## config.mk

```make
export PLATFORM = sky130hd
export DESIGN_NAME = uep0_regs
export DESIGN_NICKNAME = d
export VERILOG_FILES = /design/src/rtl/uep0_pkg.sv /design/src/rtl/uep0_regs.sv
export VERILOG_INCLUDE_DIRS = /design/src /design/src/rtl
export SDC_FILE = /design/constraint.sdc
export NUM_CORES = 1
export LEC_CHECK = 0
export ABC_AREA = 1
export BUFFER_PORTS_ARGS = -buffer_cell sky130_fd_sc_hd__buf_2
export CAP_MARGIN = 20
export CORE_MARGIN = 3
export CORE_UTILIZATION = 50
export CTS_BUF_LIST = sky130_fd_sc_hd__clkbuf_4 sky130_fd_sc_hd__clkbuf_8 sky130_fd_sc_hd__clkbuf_16
export DETAILED_ROUTE_END_ITERATION = 8
export PLACE_DENSITY_LB_ADDON = 0.25
export REMOVE_ABC_BUFFERS = 1
export SLEW_MARGIN = 0
export SYNTH_ARGS = -nofsm -noshare
export SYNTH_HDL_FRONTEND = slang
export SYNTH_SLANG_ARGS = --single-unit
export TNS_END_PERCENT = 5
```

## constraint.sdc

```tcl
create_clock -name hclk -period 2.3 [get_ports hclk]
set_input_delay 0.23 -clock hclk [delete_from_list [all_inputs] [get_ports hclk]]
set_output_delay 0.23 -clock hclk [all_outputs]
set_load 0.01 [all_outputs]
```

## src/rtl/uep0_cfg.svh

```systemverilog
// address map, field positions and reset values of the ep0/status block
// assumes a 32-bit ahb-lite slave, one register per aligned word
`ifndef UEP0_CFG_SVH
`define UEP0_CFG_SVH
`define UEP0_OFS_IN_CNT 8'h00
`define UEP0_OFS_OUT_CFG 8'h04
`define UEP0_OFS_OUT_CNT 8'h08
`define UEP0_OFS_FUNC_ADDR 8'h0c
`define UEP0_OFS_EVT_STATUS 8'h10
`define UEP0_OFS_EVT_MASK 8'h14
`define UEP0_NAK_BIT 7
`define UEP0_IRQEN_BIT 2
`define UEP0_STALL_BIT 3
`define UEP0_TOGGLE_BIT 5
`define UEP0_BME_BIT 7
`define UEP0_EVT_SETUP_OVERWRITE_FLAG 0
`define UEP0_EVT_WAKE 1
`define UEP0_EVT_SETUP 2
`define UEP0_EVT_RING1 3
`define UEP0_EVT_RING2 4
`define UEP0_EVT_RESUME 5
`define UEP0_EVT_SUSPEND 6
`define UEP0_EVT_PRST 7
`define UEP0_MAX_COUNT 4'h8
`define UEP0_IN_NAK_RST 1'b1
`define UEP0_OUT_NAK_RST 1'b1
`endif

```

## src/rtl/uep0_pkg.sv

```systemverilog
// types shared by the ep0/status block
// assumes uep0_cfg.svh holds the numeric constants
package uep0_pkg;
  typedef enum logic [1:0] {
    UEP0_HS_NONE = 2'b00,
    UEP0_HS_ACK = 2'b01,
    UEP0_HS_NAK = 2'b10,
    UEP0_HS_STALL = 2'b11
  } uep0_hs_e;

  typedef struct packed {
    logic [3:0] in_cnt;
    logic in_nak;
    logic out_irq_en;
    logic out_stall;
    logic out_toggle;
    logic out_bme;
    logic [3:0] out_cnt;
    logic out_nak;
    logic [6:0] func_addr;
    logic [7:0] evt_status;
    logic [7:0] evt_mask;
    logic [7:0] bus_addr;
    logic bus_wr;
    logic bus_rd;
    logic [31:0] hrdata;
    logic irq;
    logic xfer_irq;
    uep0_hs_e in_hs;
    uep0_hs_e out_hs;
    logic [3:0] in_len;
    logic bm_out_en;
  } uep0_state_s;
endpackage

```

## src/rtl/uep0_regs.sv

```systemverilog
// endpoint-0 descriptor registers and usb event status/mask, ahb-lite slave
// assumes synchronous event pulses from the usb engine; zero-wait slave
`timescale 1ns/1ps
`include "uep0_cfg.svh"
module uep0_regs
  import uep0_pkg::*;
(
  input wire logic hclk,
  input wire logic hresetn,
  input wire logic usb_func_reset,
  input wire logic hsel,
  input wire logic [31:0] haddr,
  input wire logic [1:0] htrans,
  input wire logic hwrite,
  input wire logic [2:0] hsize,
  input wire logic [31:0] hwdata,
  input wire logic hready,
  output logic hreadyout,
  output logic hresp,
  output logic [31:0] hrdata,
  input wire logic in_token,
  input wire logic in_done,
  input wire logic out_token,
  input wire logic out_done,
  input wire logic [3:0] out_rx_count,
  input wire logic out_rx_pid_data1,
  input wire logic setup_rx,
  input wire logic setup_buf_full,
  input wire logic remote_wake_flag_pin,
  input wire logic ring1_det,
  input wire logic ring2_det,
  input wire logic resume_det,
  input wire logic suspend_det,
  input wire logic port_reset_det,
  output logic [1:0] in_handshake,
  output logic [1:0] out_handshake,
  output logic [3:0] in_tx_length,
  output logic buffer_manager_out_en,
  output logic [6:0] assigned_bus_address,
  output logic xfer_done_irq,
  output logic usb_event_irq
);

  uep0_state_s s_ff;
  uep0_state_s nxt_s;

  function automatic logic [3:0] clip_count(input logic [3:0] c);
    clip_count = (c > `UEP0_MAX_COUNT) ? `UEP0_MAX_COUNT : c;
  endfunction

  function automatic logic hit(input logic [7:0] a, input logic [7:0] ofs);
    hit = (a == ofs);
  endfunction

  logic [7:0] hw_set;
  logic [7:0] sw_clr;
  logic wr_en;

  always_comb begin
    nxt_s = s_ff;
    hw_set = 8'h00;
    sw_clr = 8'h00;
    wr_en = s_ff.bus_wr;
    nxt_s.bus_wr = hsel && hready && htrans[1] && hwrite;
    nxt_s.bus_rd = hsel && hready && htrans[1] && !hwrite;
    if (hsel && hready && htrans[1]) begin
      nxt_s.bus_addr = haddr[7:0];
    end

    // event capture
    hw_set[`UEP0_EVT_SETUP_OVERWRITE_FLAG] = setup_rx && setup_buf_full;
    hw_set[`UEP0_EVT_WAKE] = remote_wake_flag_pin;
    hw_set[`UEP0_EVT_SETUP] = setup_rx;
    hw_set[`UEP0_EVT_RING1] = ring1_det;
    hw_set[`UEP0_EVT_RING2] = ring2_det;
    hw_set[`UEP0_EVT_RESUME] = resume_det;
    hw_set[`UEP0_EVT_SUSPEND] = suspend_det;
    hw_set[`UEP0_EVT_PRST] = port_reset_det;

    // register writes land in the data phase
    if (wr_en) begin
      if (hit(s_ff.bus_addr, `UEP0_OFS_IN_CNT)) begin
        nxt_s.in_cnt = hwdata[3:0];
        nxt_s.in_nak = hwdata[`UEP0_NAK_BIT];
      end
      if (hit(s_ff.bus_addr, `UEP0_OFS_OUT_CFG)) begin
        nxt_s.out_irq_en = hwdata[`UEP0_IRQEN_BIT];
        nxt_s.out_stall = hwdata[`UEP0_STALL_BIT];
        nxt_s.out_bme = hwdata[`UEP0_BME_BIT];
      end
      if (hit(s_ff.bus_addr, `UEP0_OFS_OUT_CNT)) begin
        nxt_s.out_nak = hwdata[`UEP0_NAK_BIT];
      end
      if (hit(s_ff.bus_addr, `UEP0_OFS_FUNC_ADDR)) begin
        nxt_s.func_addr = hwdata[6:0];
      end
      if (hit(s_ff.bus_addr, `UEP0_OFS_EVT_STATUS)) begin
        sw_clr = hwdata[7:0];
      end
      if (hit(s_ff.bus_addr, `UEP0_OFS_EVT_MASK)) begin
        nxt_s.evt_mask = hwdata[7:0];
      end
    end
    // set wins over clear so no event is lost
    nxt_s.evt_status = (s_ff.evt_status & ~sw_clr) | hw_set;

    // in pipe handshakes
    nxt_s.in_hs = UEP0_HS_NONE;
    if (in_token) begin
      if (s_ff.evt_status[`UEP0_EVT_SETUP] || s_ff.in_nak) begin
        nxt_s.in_hs = UEP0_HS_NAK;
      end else begin
        nxt_s.in_hs = UEP0_HS_ACK;
      end
    end
    if (in_done) begin
      nxt_s.in_nak = 1'b1;
    end
    nxt_s.in_len = clip_count(s_ff.in_cnt);

    // out pipe handshakes; stall takes precedence over nak
    nxt_s.out_hs = UEP0_HS_NONE;
    if (out_token) begin
      if (s_ff.out_stall) begin
        nxt_s.out_hs = UEP0_HS_STALL;
        nxt_s.out_stall = 1'b0;
      end else if (s_ff.evt_status[`UEP0_EVT_SETUP] || s_ff.out_nak) begin
        nxt_s.out_hs = UEP0_HS_NAK;
      end else begin
        nxt_s.out_hs = UEP0_HS_ACK;
      end
    end
    nxt_s.xfer_irq = 1'b0;
    if (out_done && !s_ff.out_nak && !s_ff.evt_status[`UEP0_EVT_SETUP]) begin
      nxt_s.out_cnt = clip_count(out_rx_count);
      nxt_s.out_nak = 1'b1;
      nxt_s.out_toggle = out_rx_pid_data1;
      nxt_s.xfer_irq = s_ff.out_irq_en;
    end
    nxt_s.bm_out_en = s_ff.out_bme && !s_ff.out_nak;
    nxt_s.irq = |(s_ff.evt_status & s_ff.evt_mask);

    // usb function reset restores reset values except the port reset flag and its mask bit
    if (usb_func_reset) begin
      nxt_s.in_cnt = 4'h0;
      nxt_s.in_nak = `UEP0_IN_NAK_RST;
      nxt_s.out_irq_en = 1'b0;
      nxt_s.out_stall = 1'b0;
      nxt_s.out_toggle = 1'b0;
      nxt_s.out_bme = 1'b0;
      nxt_s.out_cnt = 4'h0;
      nxt_s.out_nak = `UEP0_OUT_NAK_RST;
      nxt_s.func_addr = 7'h00;
      nxt_s.evt_mask[6:0] = 7'h00;
      nxt_s.evt_status[6:0] = hw_set[6:0];
    end

    // read data for the next data phase
    nxt_s.hrdata = 32'h0000_0000;
    if (nxt_s.bus_rd) begin
      case (haddr[7:0])
        `UEP0_OFS_IN_CNT: nxt_s.hrdata[7:0] = {s_ff.in_nak, 3'h0, s_ff.in_cnt};
        `UEP0_OFS_OUT_CFG: begin
          nxt_s.hrdata[7:0] = {s_ff.out_bme, 1'b0, s_ff.out_toggle, 1'b0,
                               s_ff.out_stall, s_ff.out_irq_en, 2'h0};
        end
        `UEP0_OFS_OUT_CNT: begin
          nxt_s.hrdata[7:0] = {s_ff.out_nak, 3'h0, s_ff.out_cnt};
        end
        `UEP0_OFS_FUNC_ADDR: nxt_s.hrdata[7:0] = {1'b0, s_ff.func_addr};
        `UEP0_OFS_EVT_STATUS: nxt_s.hrdata[7:0] = s_ff.evt_status;
        `UEP0_OFS_EVT_MASK: nxt_s.hrdata[7:0] = s_ff.evt_mask;
        default: nxt_s.hrdata = 32'h0000_0000;
      endcase
    end
  end

  // async reset loads constants only; port reset flag survives function reset
  always_ff @(posedge hclk or negedge hresetn) begin
    if (!hresetn) begin
      s_ff <= '0;
      s_ff.in_nak <= `UEP0_IN_NAK_RST;
      s_ff.out_nak <= `UEP0_OUT_NAK_RST;
    end else begin
      s_ff <= nxt_s;
    end
  end

  assign hreadyout = 1'b1;
  assign hresp = 1'b0;
  assign hrdata = s_ff.hrdata;
  assign in_handshake = s_ff.in_hs;
  assign out_handshake = s_ff.out_hs;
  assign in_tx_length = s_ff.in_len;
  assign buffer_manager_out_en = s_ff.bm_out_en;
  assign assigned_bus_address = s_ff.func_addr;
  assign xfer_done_irq = s_ff.xfer_irq;
  assign usb_event_irq = s_ff.irq;

endmodule

```

Yosys cells after proc, flatten, opt, wreduce, memory -nomap -nowiden
Cells that the tools add are included.
{"block": "totals", "inputBits": 92, "reg_bits": 89, "output_inout_bits": 52, "word_cells": 100}
{"block": "op_classes", "n_eq_ne": 10, "n_reduce_logical": 33, "bitwise_logic": 4, "order_cmp": 2, "muxes": 30}
{"cell": "$pmux 8 s6", "n": 1}
{"cell": "$mux 7", "n": 6}
{"cell": "$eq 8x4->1 const B", "n": 4}
{"cell": "$eq 8x5->1 const B", "n": 4}
{"cell": "$mux 8", "n": 4}
{"cell": "$mux 21", "n": 1}
{"cell": "$and 8x8->8", "n": 2}
{"cell": "$eq 8x3->1 const B", "n": 2}
{"cell": "$logic_not 8->1", "n": 2}
{"cell": "$reduce_and 2->1", "n": 7}
{"cell": "$mux 2", "n": 6}
{"cell": "$reduce_bool 2->1", "n": 6}
{"cell": "$reduce_bool 3->1", "n": 4}
{"cell": "$mux 5", "n": 2}
{"cell": "$gt 4x4->1 const B", "n": 2}
{"cell": "$logic_and 1x1->1", "n": 8}
{"cell": "$mux 1", "n": 8}
{"cell": "$mux 4", "n": 2}
{"cell": "$not 8->8", "n": 1}
{"cell": "$or 8x8->8", "n": 1}
{"cell": "$reduce_or 8->1", "n": 1}
{"cell": "$logic_not 1->1", "n": 3}
{"cell": "$logic_or 1x1->1", "n": 2}

Depth between registers and ports, before layout
Gate-level depths: netlist of run 1.
{"block": "logic_depth", "word_depth": 7, "mapped_depth": 9, "mapped_depth_nobuf": 9}

Worst setup path after synthesis of run 1
OpenSTA, ideal clock, no wires.
{"block": "synth_timing", "kind": "reg-to-reg", "start": "register s_ff[45] in the netlist's numbering", "end": "register s_ff, in the netlist assigned_bus_address[2]", "setup_time_ns": 0.128, "path_slack_ns": 1.127, "path_buffers": 1, "path_stages_with_launch": 8, "required_ns": 2.172, "synth_period_minus_slack_ns": 1.173, "t_arrival_ns": 1.046, "cell_sequence": "dfrtp_1 -> inv_1 -> nand2_1 -> nor2_1 -> nand4_2 -> buf_6 -> nand3_1 -> o21ai_0"}
{"block": "synth_via", "elab_chain_len": 3}
{"element": "start, declared", "line_no": "uep0_regs.sv:44", "rtl": "uep0_state_s s_ff;"}
{"element": "start signal, assigned", "line_no": "uep0_regs.sv:185", "rtl": "s_ff <= nxt_s;"}
{"element": "$eq 8x4->1", "line_no": "uep0_regs.sv:52", "rtl": "hit = (a == ofs);"}
{"element": "$reduce_bool 2->1 (no line)"}
{"element": "$reduce_and 2->1 (no line)"}
No other way between the ends.
A chain may end at the register's enable or synchronous reset.

Worst setup path in the final report of run 1
Ends and elaborated chain as after synthesis.

==> impl_metrics.tcl, run 1 <==
set metrics [dict create \
    drt_iter0_drc 184 \
    insertion_delay_ns 0.34 \
    finalCritPeriodShare_pct 65.5 \
    min_period_ns 1.51 \
    cellPowerDensity_mw_per_mm2 606 \
    vias 2747 \
    status "finished, final reports clean" \
    grt-ovfl-total 0 \
    max_freq_mhz 664 \
    drv_slew 0 \
    cts_setup_buffers 0 \
    grtUsageTotal_pct 20.0 \
    synth-compound-area-share_pct 9.07 \
    drc 0 \
    dieArea_mm2 0.00805 \
    rsz0062_at_grt "no" \
    placed_area_mm2 0.00362 \
    cts.path.max_buffers 2 \
    clock-root-buffer "clkbuf_8" \
    crit_required_ns 2.51 \
    cts_resized 0 \
    clkTransAtPathRegs_ns 0.08 \
    r2r_start "s_ff[45]" \
    ys_warn_count 0 \
    drive_gt1_share_pct 25.2 \
    initial_utilization_pct 53.3 \
    critical_path_class "flip-flop to flip-flop" \
    htreeDepth 3 \
    numCtsBuffers 9 \
    setup_viol 0 \
    min_from "port_reset_det" \
    place_congestion 0.868 \
    drtAntennaViolNets 0 \
    ioPinCount 144 \
    max_cap_violations 0 \
    grt_pass1_wl_um 12800 \
    syn2layout_area_growth_pct 8.54 \
    num_antenna_cells 0 \
    synth_cell_type_count 32 \
    ir_worst_vdd_mv 0.365 \
    critPathLaunchType "flip-flop" \
    die_w_um 89.7 \
    synth-seq-cells 65 \
    wirelength_um 7820 \
    fin_skew_ns 0.00786 \
    dp_hpwl_um 5610 \
    p_leak_uw 0.00202 \
    endpoint_kind "flip-flop" \
    synth_cells 420 \
    met3_usage_pct 3.67 \
    use_met1_pct 26.6 \
    synthMuxAreaShare_pct 0 \
    synth_top_family_by_area "simple AND/OR/NAND/NOR gates" \
    drtPass1Iterations 5 \
    synthAdderAreaFrac_pct 0 \
    wl_per_cell_um 13.9 \
    grt_pass1_vias 2632 \
    worstHoldPathType "input port to flip-flop" \
    busiest_layer "met2" \
    setup.worst_path.start "s_ff[45]" \
    fin_area_mm2 0.00380 \
    antenna_found_initial 0 \
    nNetsFinal 556 \
    synthSimpleGateAreaFrac_pct 25.1 \
    clkSinkCount 65 \
    avgViaCountPerCell 4.89 \
    syn_area_per_cell_um2 8.34 \
    core_area_mm2 0.00657 \
    grt_max_degree 66 \
    arrival_ns 1.71 \
    port_buffers 65 \
    fp.dieH_um 89.7 \
    tritoncts "yes" \
    use_met2_pct 32.6 \
    setup_tns_ns 0 \
    synthXorXnorAreaFrac_pct 0 \
    hold_viol_final 0 \
    ys_seq_area_share_pct 46.5 \
    row_count 29 \
    worstPathMaxFanout 14 \
    netlist_area_mm2 0.00350 \
]
timing repair:
| item | CTS | global route |
|---|---|---|
| hold buffers | 1 | 0 |
| hold endpoints to repair | 63 | 0 |
| endpoints found under the setup margin | 0 | 0 |
kinds of logic after synthesis:
family,after synthesis
AO/OA/AOI/OAI,54
buffers and inverters,120
flip-flops,65
other,2
AND/OR/NAND/NOR,179
per-stage QoR:
stage / util, % / total power (uW) / worst slack [ns] / cells / hold slack [ns]
2_1_floorplan: - / 1370 / 1.08 / 385 / -0.0656
3_3_place_gp: 55.1 / 1470 / 0.658 / 545 / 0.275
3_5_place_dp: 55.1 / 1480 / 0.646 / 545 / 0.274
4_1_cts: 57.9 / 2320 / 0.792 / 562 / 0.0643
5_1_grt: 57.9 / 2420 / 0.642 / 562 / 0.0769
6_report: 57.9 / 2310 / 0.794 / 562 / 0.0761
flip-flops by register name, summed over array words and instances, names as in the netlist:
name / flops
hrdata: 8
in_handshake: 2
wr_en: 1
assigned_bus_address: 7
in_tx_length: 4
usb_event_irq: 1
xfer_done_irq: 1
buffer_manager_out_en: 1
out_handshake: 2
s_ff: 38
worst max-delay path, cell delays in order (launching register included):
cell and delay (ns):
dfrtp_1 0.39, inv_1 0.06, nand2_1 0.11, nor2_1 0.14, nand4_2 0.39, nand3_1 0.19
o21ai_0 0.09
layer usage:
layer	wire [um]	vias to the layer above
li1	-	1348
met1	3410	1281
met2	3730	105
met3	555	13
met4	134	0
met5	0	-
layout make-up:
class	count	area, um2
tap	93	116
multi-input combinational	259	1290
timing repair buffer	68	363
clock inverter	7	47.5
inverter	61	229
fill	616	2770
sequential	65	1630
clock buffer	9	124
cells in the mapped netlist:
| cell type | number | area [um2] |
|---|---|---|
| nand4_2 | 1 | 12.5 |
| inv_1 | 55 | 206 |
| nand2_4 | 1 | 11.3 |
| nor3_2 | 3 | 30.0 |
| and2_1 | 1 | 6.26 |
| nand2_1 | 60 | 225 |
| o211ai_1 | 3 | 22.5 |
| o21ai_0 | 23 | 115 |
| buf_2 | 2 | 10.0 |
| o22ai_1 | 5 | 31.3 |
| nand4_1 | 2 | 12.5 |
| a21oi_1 | 3 | 15.0 |
| nand3_2 | 9 | 90.1 |
| a221oi_1 | 2 | 17.5 |
| nor2_4 | 4 | 45.0 |
| clkbuf_1 | 3 | 11.3 |
| clkinv_1 | 1 | 3.75 |
| o21ai_2 | 3 | 26.3 |
| nor2_1 | 43 | 161 |
| o31ai_1 | 1 | 7.51 |
| dfstp_2 | 2 | 52.6 |
| buf_6 | 4 | 45.0 |
| inv_2 | 5 | 18.8 |
| nor2_2 | 2 | 12.5 |
| conb_1 | 2 | 7.51 |
| buf_4 | 50 | 375 |
| nor3_1 | 1 | 5.00 |
| nand2_2 | 5 | 31.3 |
| nand3_1 | 47 | 235 |
| o21ai_1 | 9 | 45.0 |
| dfrtp_1 | 63 | 1580 |
| o21bai_1 | 5 | 37.5 |
cells in the final DEF, fill, tap and decap left out, drive strengths merged:
cell type and count:
a21oi 3, a221oi 2, and2 1, buf 67, clkbuf 9, clkinv 6, clkinvlp 2, conb 26
dfrtp 63, dfstp 2, dlygate4sd3 1, inv 60, nand2 66, nand3 56, nand4 3, nor2 49
nor3 4, o211ai 3, o21ai 35, o21bai 5, o22ai 5, o31ai 1
path summary, 6_finish.rpt:
path | end | slack, ns | cells after the start
setup / recovery | assigned_bus_address[2] | 0.79 | 6
hold / removal | s_ff[68] | 0.08 | 3
setup reg to reg | assigned_bus_address[2] | 0.79 | 6
hold reg to reg | s_ff[82] | 0.50 | 2
max in group asynchronous | s_ff[76] | 1.56 | 3
min in group asynchronous | s_ff[45] | 0.44 | 3
power by group:
part | internal, uW | switching (uW)
Clock | 388 | 461
Combinational | 76.2 | 164
Sequential | 1180 | 36.3
Power figures use the tool's default switching activity.
==> run 2, diff against run 1 <==
- ABC_AREA: 1 -> 0
- CORE_UTILIZATION: 50 -> 48
- clock period: 2.3 -> 1.5 ns (I/O delays scaled with it)
==> impl_metrics.tcl, run 2 <==
set metrics [dict create \
    drt-met1-wl_um 3130 \
    ys_warn_count 0 \
    ys_seq_area_share_pct 49.8 \
    max_cap_violations 0 \
    numCtsBuffers 9 \
    endpoint_kind "flip-flop" \
    tritoncts "yes" \
    syn_area_per_cell_um2 11.1 \
    hold_viol_final 0 \
    wirelength_um 7280 \
    min_from "ring1_det" \
    core_area_mm2 0.00649 \
    vias 2277 \
    violations "negative setup slack" \
    wl_met3_um 542 \
    synthXorXnorAreaFrac_pct 0 \
    place_ws_ns -0.410 \
    regMostFlops "s_ff" \
    synth_area_leaders "dfrtp_1, buf_4, mux2i_1" \
    ir_worst_vdd_mv 0.426 \
    insertion_delay_ns 0.34 \
    grtUsageTotal_pct 19.6 \
    critPathLaunchType "flip-flop" \
    synth_cells 295 \
    ys.flop_type "dfrtp_1" \
    netlist_area_mm2 0.00327 \
    syn2layout_area_growth_pct 16.6 \
    grt_max_degree 66 \
    rsz0062_at_grt "yes" \
    p_leak_uw 0.00181 \
    status "finished, violations left" \
    grt_pass1_vias 2239 \
    setup_viol 32 \
    hold_depth 2 \
    met2WireLength_um 3560 \
    arrival_ns 2.13 \
    synthMuxAreaShare_pct 14.1 \
    multiInputGateArea_mm2 0.00131 \
    antenna_found_initial 0 \
    avgViaCountPerCell 5.15 \
    fp.dieH_um 88.6 \
    crit_required_ns 1.70 \
    num_antenna_cells 0 \
    worstHoldPathType "input port to flip-flop" \
    fillers 563 \
    r2r_start "s_ff[52]" \
    row_count 29 \
    holdWs_ns 0.00682 \
    async_flop_share_pct 100 \
    drtPass1Iterations 5 \
    fin_skew_ns 0.00920 \
    wl_per_cell_um 16.5 \
    synth-compound-area-share_pct 8.02 \
    largest_register_ffs 38 \
    yosys.cell_count.top_type "dfrtp_1" \
    top_layer "met4" \
    drv_slew 0 \
    worstPathMaxFanout 6 \
    ioPinCount 144 \
    dieArea_mm2 0.00785 \
    finalCritPeriodShare_pct 128 \
    clkTransAtPathRegs_ns 0.07 \
    cellPowerDensity_mw_per_mm2 1010 \
    grt_pass1_wl_um 11500 \
    p_total_uw 3850 \
    min_period_ns 1.92 \
    cts.path.max_buffers 2 \
    final_common_cell "buf_2" \
    clock-root-buffer "clkbuf_8" \
    initial_utilization_pct 50.4 \
    place_congestion 0.805 \
    setup_tns_ns -9.66 \
    ff_latch_area_mm2 0.00163 \
    yosys.area.top_type_share_pct 48.1 \
    min_to "s_ff[64]" \
    clkSinkCount 65 \
    ff2ff_path_depth 4 \
    reg2reg_slack_ns -0.42 \
    drive_gt1_share_pct 35.3 \
    drt_iter0_drc 168 \
    synthTopCellsByCount "dfrtp_1, buf_4, nor2_1, mux2i_1, nand2_1" \
    critical_path_class "flip-flop to flip-flop" \
    dp_hpwl_um 5260 \
    rr_endpoint "s_ff[84]" \
    max_freq_mhz 521 \
    synth_top_family_by_area "simple AND/OR/NAND/NOR gates" \
    die_w_um 88.6 \
    port_buffers 65 \
    synthAdderAreaFrac_pct 0 \
    htreeDepth 3 \
    drc 0 \
    synth_cell_type_count 44 \
    yosysTopAreaCell "dfrtp_1" \
    synth_edf_count 0 \
    nNetsFinal 452 \
    synthSimpleGateAreaFrac_pct 14.8 \
    grt-ovfl-total 0 \
    drtAntennaViolNets 0 \
    synth-seq-cells 65 \
    setup_ws_ns -0.421 \
    layout_common_cells "buf_2, dfrtp_1, nor2_1" \
]
## run 2: final cells by class
| cell class | count | share of cell area (%) |
|---|---|---|
| sequential | 65 | 42.7 |
| multi-input combinational | 191 | 34.3 |
| timing repair buffer | 90 | 14.8 |
| clock buffer | 9 | 3.24 |
| tap | 77 | 2.52 |
| clock inverter | 7 | 2.23 |
| inverter | 3 | 0.295 |
## run 2: worst max path at each step
stage	startpoint	end	slack, ns	depth (start not counted)
after floorplan	s_ff[46]	assigned_bus_address[0]	-0.40	4
after global placement	s_ff[46]	assigned_bus_address[0]	-0.36	5
after detailed placement	s_ff[46]	assigned_bus_address[0]	-0.41	5
after CTS	s_ff[46]	s_ff[84]	-0.40	4
after global routing	s_ff[52]	s_ff[84]	-0.48	4
final	s_ff[52]	s_ff[84]	-0.42	4
## run 2: per-stage QoR
| stage | area (um2) | std cells | util, % |
|---|---|---|---|
| after floorplan | 2950 | 259 | - |
| after global placement | 3540 | 420 | 54.5 |
| after detailed placement | 3540 | 420 | 54.5 |
| after CTS | 3820 | 442 | 58.8 |
| after global routing | 3820 | 442 | 58.8 |
| final | 3820 | 442 | 58.8 |
## run 2: repair_timing
action                                  4_1_cts  5_1_grt
hold buffers                                  6        0
setup buffers                                 0        0
hold endpoints to repair                     68        0
endpoints found under the setup margin       32       32
pin swaps                                     1        5
cloned                                        0        0
resized for setup                             3        0
## run 2: cell families after synthesis
group / Yosys count
other: 2
flip-flops: 65
AO/OA/AOI/OAI: 35
AND/OR/NAND/NOR: 87
multiplexers: 43
buffers and inverters: 63
## run 2: layer usage
| layer | vias up | global-route usage (%) |
|---|---|---|
| met1 | 1106 | 27.1 |
| met5 | - | 0 |
| met2 | 87 | 31.2 |
| li1 | 1078 | - |
| met3 | 6 | 4.00 |
| met4 | 0 | 6.18 |
## run 2: power by group
part,switching (uW),internal (uW)
Combinational,239,177
Sequential,37.2,1810
Clock,661,920
Total,938,2910
## run 2: worst max-delay path, cell delays in order, from the launching register on
cell     delay (ns)
dfrtp_1        0.38
or4_4          0.63
nor4_4         0.45
mux2i_1        0.27
nor2_1         0.07
==> run 3, diff against run 2 <==
==> constraint.sdc (replaced) <==
create_clock -name hclk -period 2 [get_ports hclk]
set_input_delay 0.5 -clock hclk [delete_from_list [all_inputs] [get_ports hclk]]
set_output_delay 0.5 -clock hclk [all_outputs]
set_load 0.01 [all_outputs]
==> impl_metrics.tcl, run 3 (synthesis gave the netlist of run 2 again) <==
set metrics [dict create \
    nNetsFinal 441 \
    p_leak_uw 0.00174 \
    cts_resized 0 \
    drtPass1Iterations 4 \
    wl_met3_um 415 \
    fin_area_mm2 0.00367 \
    fp.dieH_um 88.6 \
    min_period_ns 1.91 \
    placed_area_mm2 0.00349 \
    row_count 29 \
    clkSinkCount 65 \
    initial_utilization_pct 50.4 \
    largest_register_ffs 38 \
    grt_pass1_vias 2193 \
    rsz0062_at_grt "yes" \
    arrival_ns 2.14 \
    ir_worst_vdd_mv 0.309 \
    met2WireLength_um 3270 \
    wirelength_um 7010 \
    insertion_delay_ns 0.35 \
    setup_tns_ns 0 \
    final_common_cell "buf_2" \
    place_congestion 0.799 \
    status "finished, final reports clean" \
    worstHoldPathType "input port to asynchronous set/reset pin" \
    worstPathMaxFanout 6 \
    tritoncts "yes" \
    vias 2214 \
    drt-met1-wl_um 3140 \
    antenna_found_initial 0 \
    layout_common_cells "buf_2, dfrtp_1, nor2_1" \
    max_cap_violations 0 \
    grt_pass1_wl_um 11100 \
    endpoint_kind "flip-flop" \
    numCtsBuffers 9 \
    wl_per_cell_um 16.3 \
    die_w_um 88.6 \
    syn2layout_area_growth_pct 12.0 \
    crit_required_ns 2.23 \
    holdWs_ns 0.163 \
    clock-root-buffer "clkbuf_8" \
    ioPinCount 144 \
    dp_hpwl_um 5090 \
    cts.path.max_buffers 2 \
    critPathLaunchType "flip-flop" \
    cts_setup_buffers 0 \
    finalCritPeriodShare_pct 95.6 \
    dieArea_mm2 0.00785 \
    htreeDepth 3 \
    critical_path_class "flip-flop to flip-flop" \
    avgViaCountPerCell 5.14 \
    num_antenna_cells 0 \
    drtAntennaViolNets 0 \
    core_area_mm2 0.00649 \
    ff2ff_path_depth 5 \
    drc 0 \
    clkTransAtPathRegs_ns 0.07 \
    fin_skew_ns 0.00525 \
    drv_slew 0 \
    grt_max_degree 66 \
    grtUsageTotal_pct 19.4 \
    grt-ovfl-total 0 \
    max_freq_mhz 523 \
    regMostFlops "s_ff" \
    drive_gt1_share_pct 35.0 \
    port_buffers 65 \
    setup_viol 0 \
    top_layer "met4" \
    hold_viol_final 0 \
    drt_iter0_drc 80 \
    cellPowerDensity_mw_per_mm2 731 \
]
[run 3: final timing paths]
kind	startpoint	endpoint	slack [ns]
max	s_ff[46]	assigned_bus_address[4]	0.09
min in group hclk	port_reset_det	s_ff[68]	0.33
max reg2reg	s_ff[46]	assigned_bus_address[4]	0.09
min	hresetn	s_ff[50]	0.16
max in group asynchronous	hresetn	s_ff[76]	1.53
min reg2reg	s_ff[79]	s_ff[79]	0.52
[run 3: timing repair]
item / 4_1_cts / 5_1_grt
hold buffers: 0 / 0
setup endpoints to repair: 0 / 4
hold endpoints to repair: 0 / 0
[run 3: stage by stage]
stage | setup WS [ns] | total power, uW | std cells | util, %
final | 0.0874 | 2680 | 431 | 56.5
after global routing | -0.00914 | 2800 | 431 | 56.5
after detailed placement | 0.0764 | 1690 | 415 | 53.7
after CTS | 0.0608 | 2710 | 431 | 56.5
after global placement | 0.0846 | 1680 | 415 | 53.7
after floorplan | 0.100 | 1550 | 259 | -
[run 3: layer usage]
| metal | up-vias | global-route usage, % |
|---|---|---|
| met4 | 0 | 9.89 |
| li1 | 1060 | - |
| met1 | 1064 | 25.7 |
| met3 | 14 | 5.03 |
| met2 | 76 | 29.6 |
| met5 | - | 0 |
[run 3: cell type report]
class	count	area, um2
clock buffer	11	151
clock inverter	5	30.0
fill	588	2830
inverter	3	11.3
multi-input combinational	191	1310
sequential	65	1630
tap	77	96.3
timing repair buffer	79	443
[run 3: where the power goes]
group	internal, uW	total, uW	switching, uW
Combinational	107	263	155
Sequential	1360	1400	44.9
Clock	510	1020	506
Total	1980	2680	706
[run 3: critical path, stage by stage (launching register included)]
cell and delay, ns:
dfrtp_1 0.38, or4_4 0.64, nor4_4 0.32, buf_4 0.21, mux2i_1 0.19, nor2_1 0.05
